$ cat src/rtl/hso_pkg.sv
package hso_pkg;

  // clock and out-of-band timing, times in picoseconds
  localparam int CLK_PERIOD_PS    = 8000;
  localparam int BURST_PS         = 106700;
  localparam int INIT_GAP_PS      = 320000;
  localparam int WAKE_GAP_PS      = 106700;
  localparam int WAKE_OFF_MAX_PS  = 175000;
  localparam int WAKE_GAP_MIN_PS  = 35000;
  localparam int INIT_GAP_MIN_PS  = 240000;
  localparam int INIT_GAP_MAX_PS  = 400000;

  // least and nominal times and the wake hold round up, longest limits round down
  localparam logic [7:0] BURST_CYC        = 8'((BURST_PS + CLK_PERIOD_PS - 1) / CLK_PERIOD_PS);
  localparam logic [7:0] INIT_GAP_CYC     = 8'((INIT_GAP_PS + CLK_PERIOD_PS - 1) / CLK_PERIOD_PS);
  localparam logic [7:0] WAKE_GAP_CYC     = 8'((WAKE_GAP_PS + CLK_PERIOD_PS - 1) / CLK_PERIOD_PS);
  localparam logic [7:0] WAKE_HOLD_CYC    = 8'((WAKE_OFF_MAX_PS + CLK_PERIOD_PS - 1) / CLK_PERIOD_PS);
  localparam logic [7:0] WAKE_OFF_MAX_CYC = 8'(WAKE_OFF_MAX_PS / CLK_PERIOD_PS);
  localparam logic [7:0] WAKE_GAP_MIN_CYC = 8'((WAKE_GAP_MIN_PS + CLK_PERIOD_PS - 1) / CLK_PERIOD_PS);
  localparam logic [7:0] INIT_GAP_MIN_CYC = 8'((INIT_GAP_MIN_PS + CLK_PERIOD_PS - 1) / CLK_PERIOD_PS);
  localparam logic [7:0] INIT_GAP_MAX_CYC = 8'(INIT_GAP_MAX_PS / CLK_PERIOD_PS);

  localparam logic [3:0] RESET_BURSTS = 4'h6;
  localparam logic [3:0] WAKE_BURSTS  = 4'h6;
  localparam int         DET_GAPS     = 3;

  // register map
  localparam logic [3:0] REG_CTRL     = 4'h0;
  localparam logic [3:0] REG_STATUS   = 4'h4;
  localparam logic [3:0] REG_IRQ_STAT = 4'h8;
  localparam logic [3:0] REG_IRQ_MASK = 4'hC;

  localparam int         CTRL_CAL_EN   = 0;
  localparam int         CTRL_PWR_DOWN = 1;
  localparam logic [1:0] CTRL_RESET    = 2'h0;

  localparam int         IRQ_INIT  = 0;
  localparam int         IRQ_WAKE  = 1;
  localparam int         IRQ_ALIGN = 2;
  localparam logic [2:0] IRQ_RESET = 3'h0;

  typedef enum logic [3:0] {
    host_reset_state,
    host_wait_init_state,
    host_wait_init_release_state,
    host_calibration_state,
    host_send_wake_state,
    host_wait_wake_state,
    host_wait_wake_release_state,
    host_wait_align_state,
    host_power_down_state
  } hso_state_t;

  typedef enum logic [1:0] {
    TX_IDLE,
    TX_BURST,
    TX_GAP,
    TX_HOLD
  } hso_tx_t;

endpackage : hso_pkg

$ cat src/rtl/hso_oob_host.sv
// Implementation choices: strobed register access and the placing of the registers.
module hso_oob_host #(
  parameter int DET_GAPS = hso_pkg::DET_GAPS
) (
  input  wire logic        clk,
  input  wire logic        rst_n,
  input  wire logic        hostResetReq,
  input  wire logic        rxIdle,
  input  wire logic        calDone,
  input  wire logic [3:0]  regAddr,
  input  wire logic [31:0] regWrData,
  input  wire logic        regWr,
  input  wire logic        regRd,
  output logic      [31:0] regRdData,
  output logic             txAlignBurst,
  output logic             calStart,
  output logic             phyWaitAlign,
  output logic             irq
);

  hso_pkg::hso_state_t state;
  hso_pkg::hso_state_t next_state;
  hso_pkg::hso_tx_t    txPhase;
  logic                fsmRst_n;
  logic [7:0]          txCnt;
  logic [3:0]          burstsLeft;
  logic                txWake;
  logic                txDone;
  logic                resetStart;
  logic                wakeStart;
  logic                wakeIssued;
  logic                prevIdle;
  logic [7:0]          idleCnt;
  logic                gapEnd;
  logic                wakeGap;
  logic                initGap;
  logic [2:0]          wakeRun;
  logic [2:0]          initRun;
  logic                comWakeDet;
  logic                comInitDet;
  logic                prevWakeDet;
  logic                prevInitDet;
  logic [1:0]          ctrl;
  logic [2:0]          irqStat;
  logic [2:0]          irqMask;
  logic [2:0]          irqEvt;
  logic                wakeFromDevice;

  // adapter reset shares the asynchronous path so the fsm drops at once
  assign fsmRst_n = rst_n & ~hostResetReq;

  always_ff @(posedge clk or negedge fsmRst_n) begin
    if (!fsmRst_n) begin
      state <= hso_pkg::host_reset_state;
    end else begin
      state <= next_state;
    end
  end

  always_comb begin
    next_state = state;
    unique case (state)
      hso_pkg::host_reset_state: begin
        next_state = hso_pkg::host_wait_init_state;
      end
      hso_pkg::host_wait_init_state: begin
        if (comInitDet) begin
          next_state = hso_pkg::host_wait_init_release_state;
        end
      end
      hso_pkg::host_wait_init_release_state: begin
        if (!comInitDet) begin
          next_state = hso_pkg::host_calibration_state;
        end
      end
      hso_pkg::host_calibration_state: begin
        if (!ctrl[hso_pkg::CTRL_CAL_EN] || calDone) begin
          next_state = hso_pkg::host_send_wake_state;
        end
      end
      hso_pkg::host_send_wake_state: begin
        if (txDone && txWake) begin
          next_state = comWakeDet ? hso_pkg::host_wait_wake_release_state
                                  : hso_pkg::host_wait_wake_state;
        end
      end
      hso_pkg::host_wait_wake_state: begin
        if (comWakeDet) begin
          next_state = hso_pkg::host_wait_wake_release_state;
        end
      end
      hso_pkg::host_wait_wake_release_state: begin
        if (!comWakeDet) begin
          next_state = hso_pkg::host_wait_align_state;
        end
      end
      hso_pkg::host_wait_align_state: begin
        if (ctrl[hso_pkg::CTRL_PWR_DOWN]) begin
          next_state = hso_pkg::host_power_down_state;
        end
      end
      hso_pkg::host_power_down_state: begin
        if (comWakeDet) begin
          next_state = hso_pkg::host_wait_wake_release_state;
        end else if (!ctrl[hso_pkg::CTRL_PWR_DOWN]) begin
          next_state = hso_pkg::host_send_wake_state;
        end
      end
    endcase
    // cominit overrides every state except reset itself
    if (comInitDet && state != hso_pkg::host_reset_state) begin
      next_state = hso_pkg::host_wait_init_release_state;
    end
  end

  // comreset goes out on departure from reset; comwake waits for an idle sender
  assign resetStart = (state == hso_pkg::host_reset_state);
  assign wakeStart  = (state == hso_pkg::host_send_wake_state) && !wakeIssued &&
                      (txPhase == hso_pkg::TX_IDLE) && !resetStart;

  always_ff @(posedge clk or negedge fsmRst_n) begin
    if (!fsmRst_n) begin
      wakeIssued <= 1'b0;
    end else if (state != hso_pkg::host_send_wake_state) begin
      wakeIssued <= 1'b0;
    end else if (wakeStart) begin
      wakeIssued <= 1'b1;
    end
  end

  // burst generator; calibration never drives it, so no oob-like pattern appears
  always_ff @(posedge clk or negedge fsmRst_n) begin
    if (!fsmRst_n) begin
      txPhase      <= hso_pkg::TX_IDLE;
      txCnt        <= 8'h00;
      burstsLeft   <= 4'h0;
      txWake       <= 1'b0;
      txDone       <= 1'b0;
      txAlignBurst <= 1'b0;
    end else begin
      txDone <= 1'b0;
      if (resetStart || wakeStart) begin
        txPhase      <= hso_pkg::TX_BURST;
        txCnt        <= 8'h00;
        burstsLeft   <= resetStart ? hso_pkg::RESET_BURSTS : hso_pkg::WAKE_BURSTS;
        txWake       <= wakeStart;
        txAlignBurst <= 1'b1;
      end else begin
        unique case (txPhase)
          hso_pkg::TX_IDLE: begin
            txCnt <= 8'h00;
          end
          hso_pkg::TX_BURST: begin
            if (txCnt == hso_pkg::BURST_CYC - 8'h01) begin
              txCnt        <= 8'h00;
              burstsLeft   <= burstsLeft - 4'h1;
              txAlignBurst <= 1'b0;
              if (burstsLeft != 4'h1) begin
                txPhase <= hso_pkg::TX_GAP;
              end else if (txWake) begin
                txPhase <= hso_pkg::TX_HOLD;
              end else begin
                txPhase <= hso_pkg::TX_IDLE;
                txDone  <= 1'b1;
              end
            end else begin
              txCnt <= txCnt + 8'h01;
            end
          end
          hso_pkg::TX_GAP: begin
            if (txCnt == (txWake ? hso_pkg::WAKE_GAP_CYC : hso_pkg::INIT_GAP_CYC) - 8'h01) begin
              txCnt        <= 8'h00;
              txPhase      <= hso_pkg::TX_BURST;
              txAlignBurst <= 1'b1;
            end else begin
              txCnt <= txCnt + 8'h01;
            end
          end
          hso_pkg::TX_HOLD: begin
            // far detector must see the spacing run past its off window
            if (txCnt == hso_pkg::WAKE_HOLD_CYC - 8'h01) begin
              txCnt   <= 8'h00;
              txPhase <= hso_pkg::TX_IDLE;
              txDone  <= 1'b1;
            end else begin
              txCnt <= txCnt + 8'h01;
            end
          end
        endcase
      end
    end
  end

  // spacing detector: only idle gaps are timed, bursts may be any length
  assign gapEnd  = prevIdle && !rxIdle;
  assign wakeGap = (idleCnt >= hso_pkg::WAKE_GAP_MIN_CYC) && (idleCnt <= hso_pkg::WAKE_OFF_MAX_CYC);
  assign initGap = (idleCnt >= hso_pkg::INIT_GAP_MIN_CYC) && (idleCnt <= hso_pkg::INIT_GAP_MAX_CYC);

  always_ff @(posedge clk or negedge rst_n) begin
    if (!rst_n) begin
      prevIdle <= 1'b1;
      idleCnt  <= 8'h00;
    end else begin
      prevIdle <= rxIdle;
      if (!rxIdle) begin
        idleCnt <= 8'h00;
      end else if (idleCnt != 8'hFF) begin
        idleCnt <= idleCnt + 8'h01;
      end
    end
  end

  always_ff @(posedge clk or negedge rst_n) begin
    if (!rst_n) begin
      wakeRun    <= 3'h0;
      comWakeDet <= 1'b0;
    end else if ((rxIdle && idleCnt > hso_pkg::WAKE_OFF_MAX_CYC) || (gapEnd && !wakeGap)) begin
      wakeRun    <= 3'h0;
      comWakeDet <= 1'b0;
    end else if (gapEnd) begin
      wakeRun <= (wakeRun == 3'h7) ? wakeRun : wakeRun + 3'h1;
      if (wakeRun >= 3'(DET_GAPS - 1)) begin
        comWakeDet <= 1'b1;
      end
    end
  end

  always_ff @(posedge clk or negedge rst_n) begin
    if (!rst_n) begin
      initRun    <= 3'h0;
      comInitDet <= 1'b0;
    end else if ((rxIdle && idleCnt > hso_pkg::INIT_GAP_MAX_CYC) || (gapEnd && !initGap)) begin
      initRun    <= 3'h0;
      comInitDet <= 1'b0;
    end else if (gapEnd) begin
      initRun <= (initRun == 3'h7) ? initRun : initRun + 3'h1;
      if (initRun >= 3'(DET_GAPS - 1)) begin
        comInitDet <= 1'b1;
      end
    end
  end

  // wake source memory: device-originated if its comwake arrived while down
  always_ff @(posedge clk or negedge fsmRst_n) begin
    if (!fsmRst_n) begin
      wakeFromDevice <= 1'b0;
    end else if (state == hso_pkg::host_wait_align_state && next_state == hso_pkg::host_power_down_state) begin
      wakeFromDevice <= 1'b0;
    end else if (state == hso_pkg::host_power_down_state && comWakeDet) begin
      wakeFromDevice <= 1'b1;
    end
  end

  always_ff @(posedge clk or negedge rst_n) begin
    if (!rst_n) begin
      calStart     <= 1'b0;
      phyWaitAlign <= 1'b0;
    end else begin
      calStart     <= fsmRst_n && (next_state == hso_pkg::host_calibration_state) &&
                      ctrl[hso_pkg::CTRL_CAL_EN];
      phyWaitAlign <= fsmRst_n && (next_state == hso_pkg::host_wait_align_state);
    end
  end

  // register file
  always_ff @(posedge clk or negedge rst_n) begin
    if (!rst_n) begin
      ctrl    <= hso_pkg::CTRL_RESET;
      irqMask <= hso_pkg::IRQ_RESET;
    end else if (regWr) begin
      if (regAddr == hso_pkg::REG_CTRL) begin
        ctrl <= regWrData[1:0];
      end
      if (regAddr == hso_pkg::REG_IRQ_MASK) begin
        irqMask <= regWrData[2:0];
      end
    end
  end

  always_ff @(posedge clk or negedge rst_n) begin
    if (!rst_n) begin
      prevWakeDet <= 1'b0;
      prevInitDet <= 1'b0;
    end else begin
      prevWakeDet <= comWakeDet;
      prevInitDet <= comInitDet;
    end
  end

  assign irqEvt[hso_pkg::IRQ_INIT]  = comInitDet && !prevInitDet;
  assign irqEvt[hso_pkg::IRQ_WAKE]  = comWakeDet && !prevWakeDet;
  assign irqEvt[hso_pkg::IRQ_ALIGN] = fsmRst_n && (next_state == hso_pkg::host_wait_align_state) &&
                                      (state != hso_pkg::host_wait_align_state);

  // an event in the clearing read's cycle survives: set wins
  always_ff @(posedge clk or negedge rst_n) begin
    if (!rst_n) begin
      irqStat <= hso_pkg::IRQ_RESET;
      irq     <= 1'b0;
    end else begin
      irqStat <= ((regRd && regAddr == hso_pkg::REG_IRQ_STAT) ? 3'h0 : irqStat) | irqEvt;
      irq     <= |(irqStat & irqMask);
    end
  end

  always_ff @(posedge clk or negedge rst_n) begin
    if (!rst_n) begin
      regRdData <= 32'h0000_0000;
    end else if (regRd) begin
      unique case (regAddr)
        hso_pkg::REG_CTRL:     regRdData <= {30'h0, ctrl};
        hso_pkg::REG_STATUS:   regRdData <= {23'h0, wakeFromDevice, calStart, (txPhase != hso_pkg::TX_IDLE),
                                             comWakeDet, comInitDet, state};
        hso_pkg::REG_IRQ_STAT: regRdData <= {29'h0, irqStat};
        hso_pkg::REG_IRQ_MASK: regRdData <= {29'h0, irqMask};
        default:               regRdData <= 32'h0000_0000;
      endcase
    end else begin
      regRdData <= 32'h0000_0000;
    end
  end

  // checks
  logic [7:0] quietCnt;
  logic [3:0] sentBursts;

  always_ff @(posedge clk or negedge fsmRst_n) begin
    if (!fsmRst_n) begin
      quietCnt   <= 8'h00;
      sentBursts <= 4'h0;
    end else begin
      quietCnt <= txAlignBurst ? 8'h00 : ((quietCnt == 8'hFF) ? quietCnt : quietCnt + 8'h01);
      if (resetStart || wakeStart) begin
        sentBursts <= 4'h0;
      end else if (txAlignBurst && txCnt == 8'h00) begin
        sentBursts <= sentBursts + 4'h1;
      end
    end
  end
endmodule : hso_oob_host

$ cat config.mk
export PLATFORM = sky130hd
export DESIGN_NAME = hso_oob_host
export DESIGN_NICKNAME = d
export VERILOG_FILES = /design/src/rtl/hso_pkg.sv /design/src/rtl/hso_oob_host.sv
export SDC_FILE = /design/constraint.sdc
export NUM_CORES = 1
export LEC_CHECK = 0
export BUFFER_PORTS_ARGS = -buffer_cell sky130_fd_sc_hd__buf_4
export CORE_MARGIN = 1
export CORE_UTILIZATION = 54
export CTS_CLUSTER_SIZE = 8
export DETAILED_ROUTE_END_ITERATION = 10
export HOLD_SLACK_MARGIN = 0.12
export PLACE_DENSITY_LB_ADDON = 0.25
export SLEW_MARGIN = 10
export SYNTH_ARGS = -nofsm -noshare
export SYNTH_HDL_FRONTEND = slang
export SYNTH_SLANG_ARGS = --single-unit
$ cat constraint.sdc
create_clock -name clk -period 2.01 [get_ports clk]
set_input_delay 0.201 -clock clk [delete_from_list [all_inputs] [get_ports clk]]
set_output_delay 0.201 -clock clk [all_outputs]
set_load 0.01 [all_outputs]
==> results.toml <==
[timing]
layout_min_cycle_time_ns = 1.87
fmax_mhz = 534
rsz0062_at_grt = "no"
finalSetupViolCount = 0
fin_setup_tns_ns = 0
skew_ns = 0.00814
relSlewSlack_pct = 65.3
slew_viol_final = 0
worst_pin_slew_ns = 0.519
fin_crit_sh_pct = 93.2
hold_viol_final = 0

[clocking]
cts_tree = "built"
clock_sinks = 62
clockBufferDepth = 2
clkLatencyLatePin_ns = 0.33
cts_root_buf = "clkbuf_8"
htreeDepth = 3
clk_pin_slew_ns = 0.07
cts_made_buffers = 9

[routing]
drc_errors = 0
viasPerCell = 5.53
drt_wl_total_um = 6650
via_count = 2599
drtIter0Drc = 152
ant_nets = 0
wire_per_inst_um = 14.1
drtPass1Iterations = 4

[setup_path]
startpoint_type = "flip-flop"
r2r_start = "txPhase[1]"
rr_worst_depth = 8
critPathTopFamily = "simple AND/OR/NAND/NOR gates"
rr_endpoint = "txCnt[5]"
critPathMaxStageDelay_ns = 0.41
path_class = "flip-flop to flip-flop"
critPathRequiredTime_ns = 2.28
cp_num_buf_inv = 2
worstPathArrival_ns = 2.14
crit_path_end_kind = "flip-flop"
crit_chain = "inv_1, ha_1, nor3b_2, o2111ai_2, a22oi_1, or3_1, buf_4, nor2_2"
cp_max_fo = 7
ff2ff_setup_slack_ns = 0.14
critPathSlowestCell = "dfrtp_1"

[synthesis]
synth_area_leader_cell = "dfrtp_1"
yosys_most_used_dff = "dfrtp_1"
syn_area_mm2 = 0.00348
synth.top_cell.area_share_pct = 43.8
synth_edf_count = 0
ys_seq_elements = 62
ys_seq_area_share_pct = 44.6
synthCells = 344
synth.distinct_cells = 62
synth.avg_cell_area_um2 = 10.1
yosys-top-cells-area = "dfrtp_1 44%, ha_1 6.1%, buf_4 5.0%"
ys.warnings.count = 0
synthArstFlopShare_pct = 100

[min_path]
min_path_type = "input port to flip-flop"
min-delay-start = "regRd"
worstHoldEndpoint = "regRdData[1]"
min_path_cells = 3

[global_routing]
first_global_vias = 2432
track_usage_pct = 22.6
grt_max_degree = 40
antenna_found_initial = 0
grt.met1_usage_pct = 30.2
grtUsageMet3_pct = 3.63
grt_pass1_wl_um = 11300
grt_remaining_overflow = 0
grt.busiest_layer = "met2"
gr-usage-met2_pct = 36.0

[flow_run]
max-cap-violations = 0

[cells_and_area]
n_fill_cell = 509
instances_no_fill = 470
layout_common_cells = "60 x dfrtp_1, 40 x buf_4, 24 x nor2_1"
layout_commonest_cell = "dfrtp_1"
drive_gt1_share_pct = 21.5
synthToLayoutAreaGrowth_pct = 15.1
final_nets = 450
n_antenna_cell = 0

[floorplan]
die-area_mm2 = 0.00677
num_io_pins = 79
initial_core_util_pct = 57.5
die_h_um = 82.3
fp.dieW_um = 82.3
std_cell_rows = 28
core_region_area_mm2 = 0.00606

[placed_design]
gp_congestion = 0.859
numPortBuffers = 26
dp_hpwl_um = 4640
dp.cells = 447

[pwr]
power.leakage_nw = 1.90
p_total_mw = 3.61
peakVddDrop_mv = 0.519
p_per_area_mw_per_mm2 = 902

[outcome]
outcome = "finished, final reports clean"
tightest hold or removal path, stage by stage:
cell	delay (ns)
buf_4	0.12
nand2_1	0.12
a21oi_1	0.06
report_power, final:
| group | leakage [nW] | internal (mW) | total [mW] | switching (mW) |
|---|---|---|---|---|
| sequential | 0.822 | 1.40 | 1.56 | 0.168 |
| clock | 0.0979 | 0.644 | 1.09 | 0.448 |
| combinational | 0.980 | 0.442 | 0.958 | 0.516 |
final cells by class:
| cell class | count | area [µm²] | area share (%) |
|---|---|---|---|
| multi-input cells | 251 | 1730 | 43.1 |
| flip-flops and latches | 62 | 1550 | 38.8 |
| repair buffers | 46 | 360 | 8.99 |
| clock buffers | 15 | 166 | 4.15 |
| well taps | 75 | 93.8 | 2.34 |
| inverters | 20 | 75.1 | 1.87 |
| clock inverters | 1 | 30.0 | 0.749 |
layer usage:
metal	share of wire, %	vias up	wire length, µm
met5	0	-	0
met4	2.3	0	150
met3	4.9	12	329
met2	48	83	3200
met1	45	1237	2970
li1	-	1267	-
cell families (layout without fill, tap and decap cells):
| group | count (synthesis) | count (layout) | synth area share [%] |
|---|---|---|---|
| and+or+nand+nor | 122 | 122 | 20.4 |
| AOI/OAI and AO/OA | 62 | 62 | 12.3 |
| DFF | 62 | 62 | 44.6 |
| buffers and inverters | 53 | 82 | 8.84 |
| adders and majority gates | 17 | 17 | 6.11 |
| xor gates and xnor gates | 14 | 14 | 3.52 |
| muxes | 13 | 13 | 4.10 |
| other | 1 | 23 | 0.108 |
sequential cells by signal, summed over array words and instances, names as in the netlist, 2 cells and up:
register / cells
txCnt: 8
wakeRun: 3
idleCnt: 8
burstsLeft: 4
irqStat: 3
initRun: 3
ctrl: 2
regRdData: 9
state: 4
irqMask: 3
txPhase: 2
worst max path at each step:
stage / from / to / slack (ns) / cells after the start
floorplan: rst_n / irqStat[2] / 0.09 / 3
global placement: txPhase[1] / txCnt[4] / 0.12 / 8
detailed placement: txPhase[1] / txCnt[3] / 0.08 / 8
CTS: txPhase[1] / txCnt[4] / 0.07 / 8
global route: state[0] / calStart / 0.01 / 6
finish: txPhase[1] / txCnt[5] / 0.14 / 8
per-stage QoR:
stage | hold WS [ns] | util, % | setup slack [ns] | cell area (µm²)
floorplan | -0.0946 | - | 0.0880 | 3560
global placement | 0.301 | 61.4 | 0.124 | 3720
detailed placement | 0.303 | 61.4 | 0.0843 | 3720
CTS | 0.182 | 65.6 | 0.0707 | 3980
global route | 0.194 | 66.1 | 0.0122 | 4010
finish | 0.207 | 66.1 | 0.138 | 4010
repair_timing:
item | CTS | global route
endpoints found under the hold margin | 67 | 0
hold buffers | 6 | 0
resized for setup | 0 | 5
endpoints found under the setup margin | 0 | 9
buffers inserted | 0 | 1
synthesized netlist by cell type, types with 6 or more instances:
master / count
buf_2: 6
nand4_1: 8
xor2_1: 8
mux2_2: 9
o21ai_0: 11
and2_1: 9
xnor2_1: 6
nor2_1: 24
nor3_1: 8
nand3_1: 10
nand2_1: 18
nor2_2: 6
nor3b_1: 7
a21oi_1: 14
a31oi_1: 7
a22oi_1: 6
dfrtp_1: 61
ha_1: 17
nor2b_1: 7
buf_4: 23
inv_1: 19
Power figures use the tool's default switching activity.
